===== config.mk =====
export PLATFORM = sky130hd
export DESIGN_NAME = operand_address_decoder
export DESIGN_NICKNAME = d
export VERILOG_FILES = /design/src/common/operand_decoder_pkg.sv /design/src/rtl/operand_address_decoder.sv
export SDC_FILE = /design/constraint.sdc
export NUM_CORES = 2
export LEC_CHECK = 0
export ABC_AREA = 0
export BUFFER_PORTS_ARGS = -buffer_cell sky130_fd_sc_hd__buf_2
export CAP_MARGIN = 40
export CORE_MARGIN = 2
export CORE_UTILIZATION = 63
export CTS_CLUSTER_DIAMETER = 40
export DETAILED_ROUTE_END_ITERATION = 8
export MAX_ROUTING_LAYER = met4
export PLACE_DENSITY = 0.82
export SLEW_MARGIN = 20
export SYNTH_ARGS = -nofsm -noshare
export SYNTH_HDL_FRONTEND = slang
export SYNTH_SLANG_ARGS = --single-unit
export TNS_END_PERCENT = 50

===== constraint.sdc =====
create_clock -name clk -period 5.84 [get_ports clk]
set_input_delay 0.584 -clock clk [delete_from_list [all_inputs] [get_ports clk]]
set_output_delay 0.584 -clock clk [all_outputs]
set_load 0.005 [all_outputs]

===== src/common/operand_decoder_pkg.sv =====
`default_nettype none
package operand_decoder_pkg;
  // instruction word layout
  localparam int WORD_W = 16;
  localparam int DATA_W = 32;
  localparam int REG_COUNT = 16;
  localparam int HI_FIELD_LSB = 8; // bits 11..8
  localparam int MID_FIELD_LSB = 4; // bits 7..4
  localparam int LO_FIELD_LSB = 0; // bits 3..0
  localparam int IMM_LSB = 0; // bits 7..0
  localparam logic [3:0] REG_ZERO_IDX = 4'h0;
  // address step per access size
  localparam logic [31:0] STEP_BYTE = 32'h0000_0001;
  localparam logic [31:0] STEP_WORD = 32'h0000_0002;
  localparam logic [31:0] STEP_LONG = 32'h0000_0004;
  localparam logic [31:0] REG_RESET = 32'h0000_0000;
  localparam int TRAP_SHIFT = 2; // vector offset is imm times four

  typedef enum logic [3:0] {
    FMT_ZERO, FMT_N, FMT_M, FMT_NM, FMT_MD, FMT_ND4, FMT_NMD, FMT_I, FMT_NI
  } fmt_e;

  typedef enum logic [2:0] {
    MD_NONE, MD_DIRECT, MD_INDIRECT, MD_POSTINC, MD_PREDEC, MD_INDEX_R0, MD_DISP, MD_PC_REL
  } mode_e;

  typedef enum logic [1:0] {SZ_BYTE, SZ_WORD, SZ_LONG} size_e;

  typedef enum logic [1:0] {IMM_NONE, IMM_ZEXT, IMM_SEXT, IMM_TRAP} imm_e;

  // control word from the opcode decoder
  typedef struct packed {
    fmt_e fmt;
    mode_e src_mode;
    mode_e dst_mode;
    size_e size;
    imm_e imm_kind;
    logic mac;
  } decode_s;

  // write port from the execution stage
  typedef struct packed {
    logic en;
    logic [3:0] idx;
    logic [31:0] data;
  } reg_write_s;

  // decoded operands handed to execution
  typedef struct packed {
    logic valid;
    logic src_sel;
    logic [3:0] src_idx;
    logic [31:0] src_val;
    logic src_addr_valid;
    logic [31:0] src_addr;
    logic dst_sel;
    logic [3:0] dst_idx;
    logic [31:0] dst_val;
    logic dst_addr_valid;
    logic [31:0] dst_addr;
    logic target_valid;
    logic [31:0] target;
    logic imm_valid;
    logic [31:0] imm;
    logic to_accumulator;
  } operand_s;
endpackage : operand_decoder_pkg
`default_nettype wire


===== src/rtl/operand_address_decoder.sv =====
// Behaviour
// RQ1 - direct mode: register contents, no address
// RQ2 - indirect: address equals register, register kept
// RQ3 - post-increment: old value addresses, add 1/2/4
// RQ4 - pre-decrement: subtract 1/2/4, use and store
// RQ5 - register branch target is PC plus register
// RQ6 - logic and test immediates zero-extended
// RQ7 - move, add, compare immediates sign-extended
// RQ8 - trap immediate zero-extended, times four
// RQ9 - n format: bits 11..8 destination register
// RQ10 - m format: bits 11..8 source register
// RQ11 - nm format: destination 11..8, source 7..4
// RQ12 - nd4 format: zero register data, base 7..4
// RQ13 - displacement formats: disp in bits 3..0
// RQ14 - zero format selects no registers
// RQ15 - every instruction word is sixteen bits
// RQ16 - multiply-accumulate: destination field post-increments too
// RQ17 - sixteen general registers, register zero implicit
`timescale 1ns/1ns
`default_nettype none
module operand_address_decoder
  import operand_decoder_pkg::*;
#(
  parameter int NREGS = REG_COUNT
) (
  input wire logic clk,
  input wire logic rstn,
  input wire logic in_valid,
  input wire logic [WORD_W-1:0] in_word,
  input wire decode_s in_ctl,
  input wire logic [DATA_W-1:0] pc,
  input wire reg_write_s wb,
  output operand_s out_q
);

  // step for the access size
  function automatic logic [31:0] size_step(input size_e sz);
    case (sz)
      SZ_BYTE: size_step = STEP_BYTE;
      SZ_WORD: size_step = STEP_WORD;
      SZ_LONG: size_step = STEP_LONG;
      default: size_step = STEP_LONG;
    endcase
  endfunction : size_step

  // effective address for one operand
  function automatic logic [31:0] eff_addr(input mode_e md, input logic [31:0] base,
      input logic [31:0] r0, input logic [3:0] disp, input size_e sz, input logic [31:0] pcv);
    case (md)
      MD_PREDEC: eff_addr = base - size_step(sz);
      MD_INDEX_R0: eff_addr = base + r0;
      MD_DISP: eff_addr = base + ({28'h0000000, disp} * size_step(sz));
      MD_PC_REL: eff_addr = pcv + base;
      default: eff_addr = base; // indirect, post-increment
    endcase
  endfunction : eff_addr

  // modes that reach memory
  function automatic logic is_mem(input mode_e md);
    is_mem = (md == MD_INDIRECT) || (md == MD_POSTINC) || (md == MD_PREDEC) ||
             (md == MD_INDEX_R0) || (md == MD_DISP);
  endfunction : is_mem

  // modes that write the base register back
  function automatic logic is_upd(input mode_e md);
    is_upd = (md == MD_POSTINC) || (md == MD_PREDEC);
  endfunction : is_upd

  logic [31:0] regs_q [NREGS]; // general registers
  logic [31:0] regs_d [NREGS];
  operand_s out_d;

  // field extraction; every word is a single 16-bit unit
  logic [3:0] hi_f, mid_f, lo_f; // RQ15
  logic [7:0] imm8;
  logic [3:0] src_idx, dst_idx;
  logic src_sel, dst_sel;
  mode_e src_md, dst_md;
  logic [31:0] rd_src, rd_dst, rd_r0;
  logic [31:0] step;

  assign hi_f = in_word[HI_FIELD_LSB +: 4];
  assign mid_f = in_word[MID_FIELD_LSB +: 4];
  assign lo_f = in_word[LO_FIELD_LSB +: 4];
  assign imm8 = in_word[IMM_LSB +: 8];
  assign step = size_step(in_ctl.size);
  assign rd_src = regs_q[src_idx];
  assign rd_dst = regs_q[dst_idx];
  assign rd_r0 = regs_q[REG_ZERO_IDX];

  // register selection per format
  always_comb begin
    src_idx = REG_ZERO_IDX;
    dst_idx = REG_ZERO_IDX;
    src_sel = 1'b0;
    dst_sel = 1'b0;
    src_md = in_ctl.src_mode;
    dst_md = in_ctl.dst_mode;
    case (in_ctl.fmt)
      FMT_ZERO: begin
        src_md = MD_NONE; // RQ14
        dst_md = MD_NONE; // RQ14
      end
      FMT_N: begin
        dst_idx = hi_f; // RQ9
        dst_sel = 1'b1;
        src_md = MD_NONE; // source is an implied control register
      end
      FMT_M: begin
        src_idx = hi_f; // RQ10
        src_sel = 1'b1;
        dst_md = MD_NONE;
      end
      FMT_NM: begin
        dst_idx = hi_f; // RQ11
        src_idx = mid_f; // RQ11
        dst_sel = 1'b1;
        src_sel = 1'b1;
        if (in_ctl.mac) begin
          src_md = MD_POSTINC; // RQ16
          dst_md = MD_POSTINC; // RQ16
        end
      end
      FMT_MD: begin
        src_idx = mid_f; // RQ13
        src_sel = 1'b1;
        dst_idx = REG_ZERO_IDX; // RQ17
        dst_sel = 1'b1;
      end
      FMT_ND4: begin
        src_idx = REG_ZERO_IDX; // RQ12
        src_sel = 1'b1;
        dst_idx = mid_f; // RQ12
        dst_sel = 1'b1;
      end
      FMT_NMD: begin
        src_idx = mid_f; // RQ13
        dst_idx = hi_f; // RQ13
        src_sel = 1'b1;
        dst_sel = 1'b1;
      end
      FMT_I: begin
        dst_idx = REG_ZERO_IDX; // RQ17
        dst_sel = (in_ctl.dst_mode != MD_NONE);
        src_md = MD_NONE;
      end
      FMT_NI: begin
        dst_idx = hi_f;
        dst_sel = 1'b1;
        src_md = MD_NONE;
      end
      default: begin
        src_md = MD_NONE;
        dst_md = MD_NONE;
      end
    endcase
    // a field with no mode names no register
    if (src_md == MD_NONE) src_sel = 1'b0;
    if (dst_md == MD_NONE) dst_sel = 1'b0;
  end

  // operand, address, immediate and register update
  always_comb begin
    for (int i = 0; i < NREGS; i++) begin
      regs_d[i] = regs_q[i];
    end
    out_d = '0;
    out_d.valid = in_valid;
    out_d.src_sel = in_valid && src_sel;
    out_d.dst_sel = in_valid && dst_sel;
    out_d.src_idx = src_idx;
    out_d.dst_idx = dst_idx;
    out_d.src_val = rd_src; // RQ1
    out_d.dst_val = rd_dst; // RQ1
    out_d.src_addr = eff_addr(src_md, rd_src, rd_r0, lo_f, in_ctl.size, pc); // RQ2
    out_d.dst_addr = eff_addr(dst_md, rd_dst, rd_r0, lo_f, in_ctl.size, pc); // RQ2
    out_d.src_addr_valid = in_valid && src_sel && is_mem(src_md);
    out_d.dst_addr_valid = in_valid && dst_sel && is_mem(dst_md);
    out_d.target_valid = in_valid && src_sel && (src_md == MD_PC_REL); // RQ5
    out_d.target = pc + rd_src; // RQ5
    out_d.to_accumulator = in_valid && in_ctl.mac && (in_ctl.fmt == FMT_NM); // RQ16
    out_d.imm_valid = in_valid && (in_ctl.imm_kind != IMM_NONE);
    case (in_ctl.imm_kind)
      IMM_ZEXT: out_d.imm = {24'h000000, imm8}; // RQ6
      IMM_SEXT: out_d.imm = {{24{imm8[7]}}, imm8}; // RQ7
      IMM_TRAP: out_d.imm = {22'h0, imm8, 2'h0}; // RQ8
      default: out_d.imm = 32'h0000_0000;
    endcase
    // base register write-back; destination applied last
    if (in_valid && src_sel && is_upd(src_md)) begin
      regs_d[src_idx] = (src_md == MD_POSTINC) ? rd_src + step : rd_src - step; // RQ3 RQ4
    end
    if (in_valid && dst_sel && is_upd(dst_md)) begin
      regs_d[dst_idx] = (dst_md == MD_POSTINC) ? rd_dst + step : rd_dst - step; // RQ3 RQ4
    end
    // execution result wins over an address update on the same register
    if (wb.en) begin
      regs_d[wb.idx] = wb.data; // RQ17
    end
  end

  // register everything
  always_ff @(posedge clk or negedge rstn) begin
    if (!rstn) begin
      for (int i = 0; i < NREGS; i++) begin
        regs_q[i] <= REG_RESET;
      end
      out_q <= '0;
    end else begin
      for (int i = 0; i < NREGS; i++) begin
        regs_q[i] <= regs_d[i];
      end
      out_q <= out_d;
    end
  end

  // checks
  logic no_wb_src, no_wb_dst;
  assign no_wb_src = !(wb.en && wb.idx == src_idx);
  assign no_wb_dst = !(wb.en && wb.idx == dst_idx);
endmodule : operand_address_decoder
`default_nettype wire


==> metrics.md, run 1 <==
| Metric | Value |
|---|---|
| Status | did not finish |
| Halt Stage | global routing (5_1_grt) |
| Run Error | [ERROR GRT-0116] Global routing finished with congestion. Check the congestion regions in the DRC Viewer. |
| Deepest clock path buffer count | 3 |
| DIE HEIGHT | just under 300 µm |
| Dpl cell area | 63,150 µm² |
| Detailed placement HPWL | around 210,000 µm |
| Starting density of the core | 0.6328 |
| Post-synth EDFFs | 0 |
| Overall Global Routing Usage | 0.8317 |
| Clk sink count | 699 |
| H-Tree Depth | 3 |
| Count of cell types in the netlist | about 120 |
| Syn_nets | just under 7k |
| Synthesis Warnings | 0 |
| RD Place Congestion | 1.406 |
| Syn Area/Cell | 7.991 µm² |
| Clock Tree Root | clkbuf_16 |
| Syn Inst Count | around 6.7k |
| IO Port Bufs | approximately 300 |
| TritonCTS buffer count | between 100 and 150 |
| Yosys reg bits | 699 |
| Share of the synthesized area in the top cell type | 0.3262 |
| Synthesized area | ~54,000 µm² |
| First-pass GRT wire length | 527,000 µm |
| I/O pin cnt | about 310 |
| Row count | ~110 |
| Vias in the first global route | between 70k and 80k |
| Largest net degree at the start of global routing | 180 |
| Post-synthesis sequential area ratio | 0.3262 |
| Post-synth ARST share | 1.000 |
| Synth Flop Type | dfrtp_1 |
| Area leader, netlist | dfrtp_1 |
| GR Overflow Total | about 560 |
| Die Wd | just under 300 µm |
| Area contributors post-synth | dfrtp_1 33%, a21oi_1 6.8%, nand2_1 6.4% |
synthesized netlist by cell type, drive strengths merged (20+ instances only):
cell     number
a2111oi      26
inv          93
nor3        117
o311ai       40
o31ai        37
o211ai       97
o21ai       430
a22oi        51
or3          26
and2         39
a32oi        79
nand2b       26
mux2i       247
mux2         46
a31oi        51
xor2         72
a21o         58
o221ai       60
o22ai       121
xnor2       121
ha          133
nand3       178
o21bai       20
nor2b        22
o21a         44
or2          21
nand4        47
dfrtp       699
nand2       916
and3         60
clkbuf      403
nor4         48
a21oi       738
a221o       122
a311oi       40
a221oi       31
a211oi      198
nor2        697
buf         223
metal layers:
metal	overflow	track usage
met1	62	0.8188
met2	232	0.9293
met3	96	0.7417
met4	171	0.8020
met5	-	-
metrics by stage:
step | util | cells | setup slack (ps) | setup TNS, ps | hold slack, ps
floorplan | - | 6711 | -370.9 | -2885 | 288.4
global placement | 0.7432 | 8508 | -398.2 | -5943 | 549.2
detailed placement | 0.7452 | 8525 | -689.9 | -16030 | 562.4
CTS | 0.7915 | 8733 | 46.99 | 0 | 60.64
cells by family after synthesis:
family	after synthesis	share of synthesized area
xor gates and xnor gates	193	0.03306
buffers and inverters	720	0.06059
and+or+nand+nor	2259	0.1907
adders and majority gates	151	0.03775
muxes	293	0.05576
DFF	699	0.3262
AOI/OAI and AO/OA	2396	0.2960
repair_timing:
item,CTS
resized for setup,5
pin swaps,3
hold buffers,1
hold endpoints to repair,66
endpoints found under the setup margin,1
setup buffers,3
==> inputs of run 2 (changes only) <==
- CORE_UTILIZATION: 63 -> 40
- CTS_CLUSTER_DIAMETER: 40 -> default
- MAX_ROUTING_LAYER: met4 -> default
- PLACE_DENSITY: 0.82 -> default
- PLACE_DENSITY_LB_ADDON: default -> 0.15
==> run 2 against run 1 <==
Against the previous run:
- the run now ends clean
- synthesized cell count is the same
- area after synthesis is the same
==> metrics.md, run 2 <==
| Metric | Value |
|---|---|
| Row count | between 100 and 150 |
| Largest net degree at the start of global routing | between 150 and 200 |
| IO Port Bufs | between 300 and 400 |
| Area leader, netlist | dfrtp_1 |
| Via-per-instance ratio | just under 7 |
| Syn Area/Cell | around 8.0 µm² |
| Worst Tran Pin Value | roughly 1200 ps |
| Crit end category | register |
| Final WS setup | 37.24 ps |
| Insertion delay to the later sink of the worst-skew pair | 760 ps |
| Status | finished, final reports clean |
| Final Slew Violations | 0 |
| Die Wd | roughly 370 µm |
| Fin nets | around 8k |
| Via count | about 65k |
| Ratio of cells with drive above 1 in the final layout | 0.2543 |
| DRT antenna net count | 0 |
| Syn_nets | between 6k and 7k |
| Crit Path Category | in -> reg |
| Max reg flops | 480 |
| Layout Skew | ~53 ps |
| Drt wl/cell | between 30 and 40 µm |
| Vias in the first global route | ~60k |
| DRT Pass-1 Iters | 6 |
| Starting density of the core | 0.4024 |
| VDD IR max | around 0.00027 V |
| Overall Global Routing Usage | 0.5050 |
| Deepest clock path buffer count | 3 |
| Post-synth EDFFs | 0 |
| Synthesis Warnings | 0 |
| Max cap viols | 0 |
| Min Clock Period, post-route | slightly below 6000 ps |
| DRC viols | 0 |
| Total core area | between 100,000 and 150,000 µm² |
| Final period utilization | 0.9936 |
| Crit path DAT | roughly 6400 ps |
| Post-synth ARST share | 1.000 |
| DP Worst Slack | -800.8 ps |
| Data required time of the critical path | 6410 ps |
| Leakage | about 30 nW |
| Most common cell after layout, fill and taps aside | buf_4 |
| Setup crit start kind | input pin |
| GR Overflow Total | 0 |
| Syn Inst Count | 6,711 |
| Synthesized area | ~54,000 µm² |
| Die ar. | roughly 140,000 µm² |
| Most instantiated cells after synthesis | 916 x nand2_1, 734 x a21oi_1, 699 x dfrtp_1 |
| Detailed placement HPWL | 270,800 µm |
| Non-Filler Instances | 9,530 |
| Fmax achieved | 172.3 MHz |
| Share of the synthesized area in the top cell type | 0.3262 |
| Reg2Reg Depth | 21 |
| Count of cell types in the netlist | 118 |
| RSZ-0062 raised after global routing | yes |
| Clock Tree Root | clkbuf_16 |
| Rel. slew slack | 0.2090 |
| Worst-path clk slew | roughly 50 ps |
| DIE HEIGHT | between 300 and 400 µm |
| WHS | around 110 ps |
| Placed Instances | just over 9k |
| Worst hold path depth | 1 |
| RD Place Congestion | about 1.1 |
| Area contributors post-synth | dfrtp_1 33%, a21oi_1 6.8%, nand2_1 6.4% |
| Register with the most flip-flops | regs_q |
| Post-synthesis sequential area ratio | 0.3262 |
| Synth Flop Type | dfrtp_1 |
| Final hold violations | 0 |
| Yosys reg bits | ~700 |
| First-pass GRT wire length | between 400,000 and 500,000 µm |
| Sequential Power Share | 0.253 |
| 1st-iter DRT viols | roughly 10k |
| Net Sw Frac | 0.4620 |
| Final setup viols | 0 |
| I/O pin cnt | between 300 and 400 |
| Initial antenna violation count | 28 |
| Clock Power Share | 0.192 |
| Internal | between 15 and 20 mW |
| P_sw | 14.76 mW |
| Comb pwr share | 0.555 |
| Max Fanout on Critical Path | 14 |
| Total wire length | roughly 360,000 µm |
| Worst hold path class | in -> reg |
| TritonCTS buffer count | ~90 |
| H-Tree Depth | 3 |
| CTS tree | yes |
| Most frequent cell after synthesis | nand2_1 |
| Leading cell types in the layout, fill and taps excluded | 1,049 x buf_4, 909 x nand2_1, 724 x a21oi_1 |
| Power per Cell Area | around 460 nW/µm² |
| Area Growth Syn to Fin | 29.29% |
| Clk sink count | around 700 |
run 2: cell counts after synthesis:
No cell type changed its count.
run 2: metrics by stage:
step                total power [mW]    util  setup TNS (ps)  area, µm²
global placement               24.79  0.4936          -85320      65790
CTS                            31.04  0.5184               0      69100
floorplan                      15.53       -           -2885      54430
detailed placement             24.89  0.4944          -94550      65900
finish                         31.94  0.5202               0      69340
global route                   32.96  0.5200          -115.1      69310
run 2: logic make-up (layout without fill, tap and decap cells):
kind of cell | Yosys count | count (layout) | share of synthesized area
simple gates | 2259 | 2259 | 0.1907
xor+xnor | 193 | 193 | 0.03306
other cells | 0 | 18 | 0
compound gates | 2396 | 2396 | 0.2960
fa+ha+maj | 151 | 151 | 0.03775
flops | 699 | 699 | 0.3262
buf+inv | 720 | 1753 | 0.06059
mux | 293 | 293 | 0.05576
run 2: what timing repair did:
| item | 4_1_cts | 5_1_grt |
|---|---|---|
| buffers inserted | 0 | 4 |
| gates resized for setup | 1 | 28 |
| hold buffers | 1 | 0 |
| pin swaps | 0 | 6 |
| endpoints found under the hold margin | 73 | 0 |
| cloned | 0 | 0 |
| endpoints found under the setup margin | 1 | 30 |
run 2: worst max-delay path, stage by stage:
cell and delay [ps]:
buf_2 210, mux2_2 400, a21boi_4 330, inv_8 150, buf_12 190, buf_4 220, mux2i_1 230, o22ai_1 160
nor4_4 530, buf_4 210, inv_1 120, buf_4 180, buf_4 140, ha_1 300, ha_1 280, inv_1 40
buf_4 130, o21bai_1 190, a21o_1 190, nand4_1 320, buf_4 270, nor2_1 170, mux2i_1 100, nand2_1 60
o21ai_0 250, a221oi_1 280, o21ai_0 120
run 2: power groups by stage:
stage	registers, mW	logic, mW	clock network, mW
3_5_place_dp	7.96	16.9	0
3_3_place_gp	7.95	16.8	0
2_1_floorplan	7.15	8.39	0
4_1_cts	7.89	17.0	6.14
6_report	8.08	17.7	6.13
5_1_grt	8.08	18.6	6.31
run 2: worst paths after layout:
check | from | endpoint | slack, ps
min in group asynchronous | rstn | out_q[171]$_DFF_PN0_ | 470
worst max register to register | regs_q[227]$_DFF_PN0_ | out_q[161]$_DFF_PN0_ | 750
worst max-delay path | in_ctl[11] | out_q[161]$_DFF_PN0_ | 40
worst min-delay path | in_valid | out_q[207]$_DFF_PN0_ | 110
worst min register to register | regs_q[190]$_DFF_PN0_ | regs_q[190]$_DFF_PN0_ | 590
max in group asynchronous | rstn | regs_q[361]$_DFF_PN0_ | 3780
run 2: layout make-up:
class / count / area, µm²
sequential: 699 / 17490
multi-input combinational: 5292 / 33830
clock buffer: 116 / 2499
tap: 1768 / 2212
antenna: 18 / 45.04
clock inverter: 46 / 680.7
inverter: 94 / 372.9
fill: 12880 / 63950
timing repair buffer: 1497 / 12210
run 2: layer usage:
layer	track usage	up-vias	routed length, µm
li1	-	26750	-
met1	0.6256	31400	131000
met2	0.6916	5373	139400
met3	0.1922	1313	50360
met4	0.4117	12	35220
met5	0.002797	-	313
Note: power is estimated with default switching activity, not from simulation.
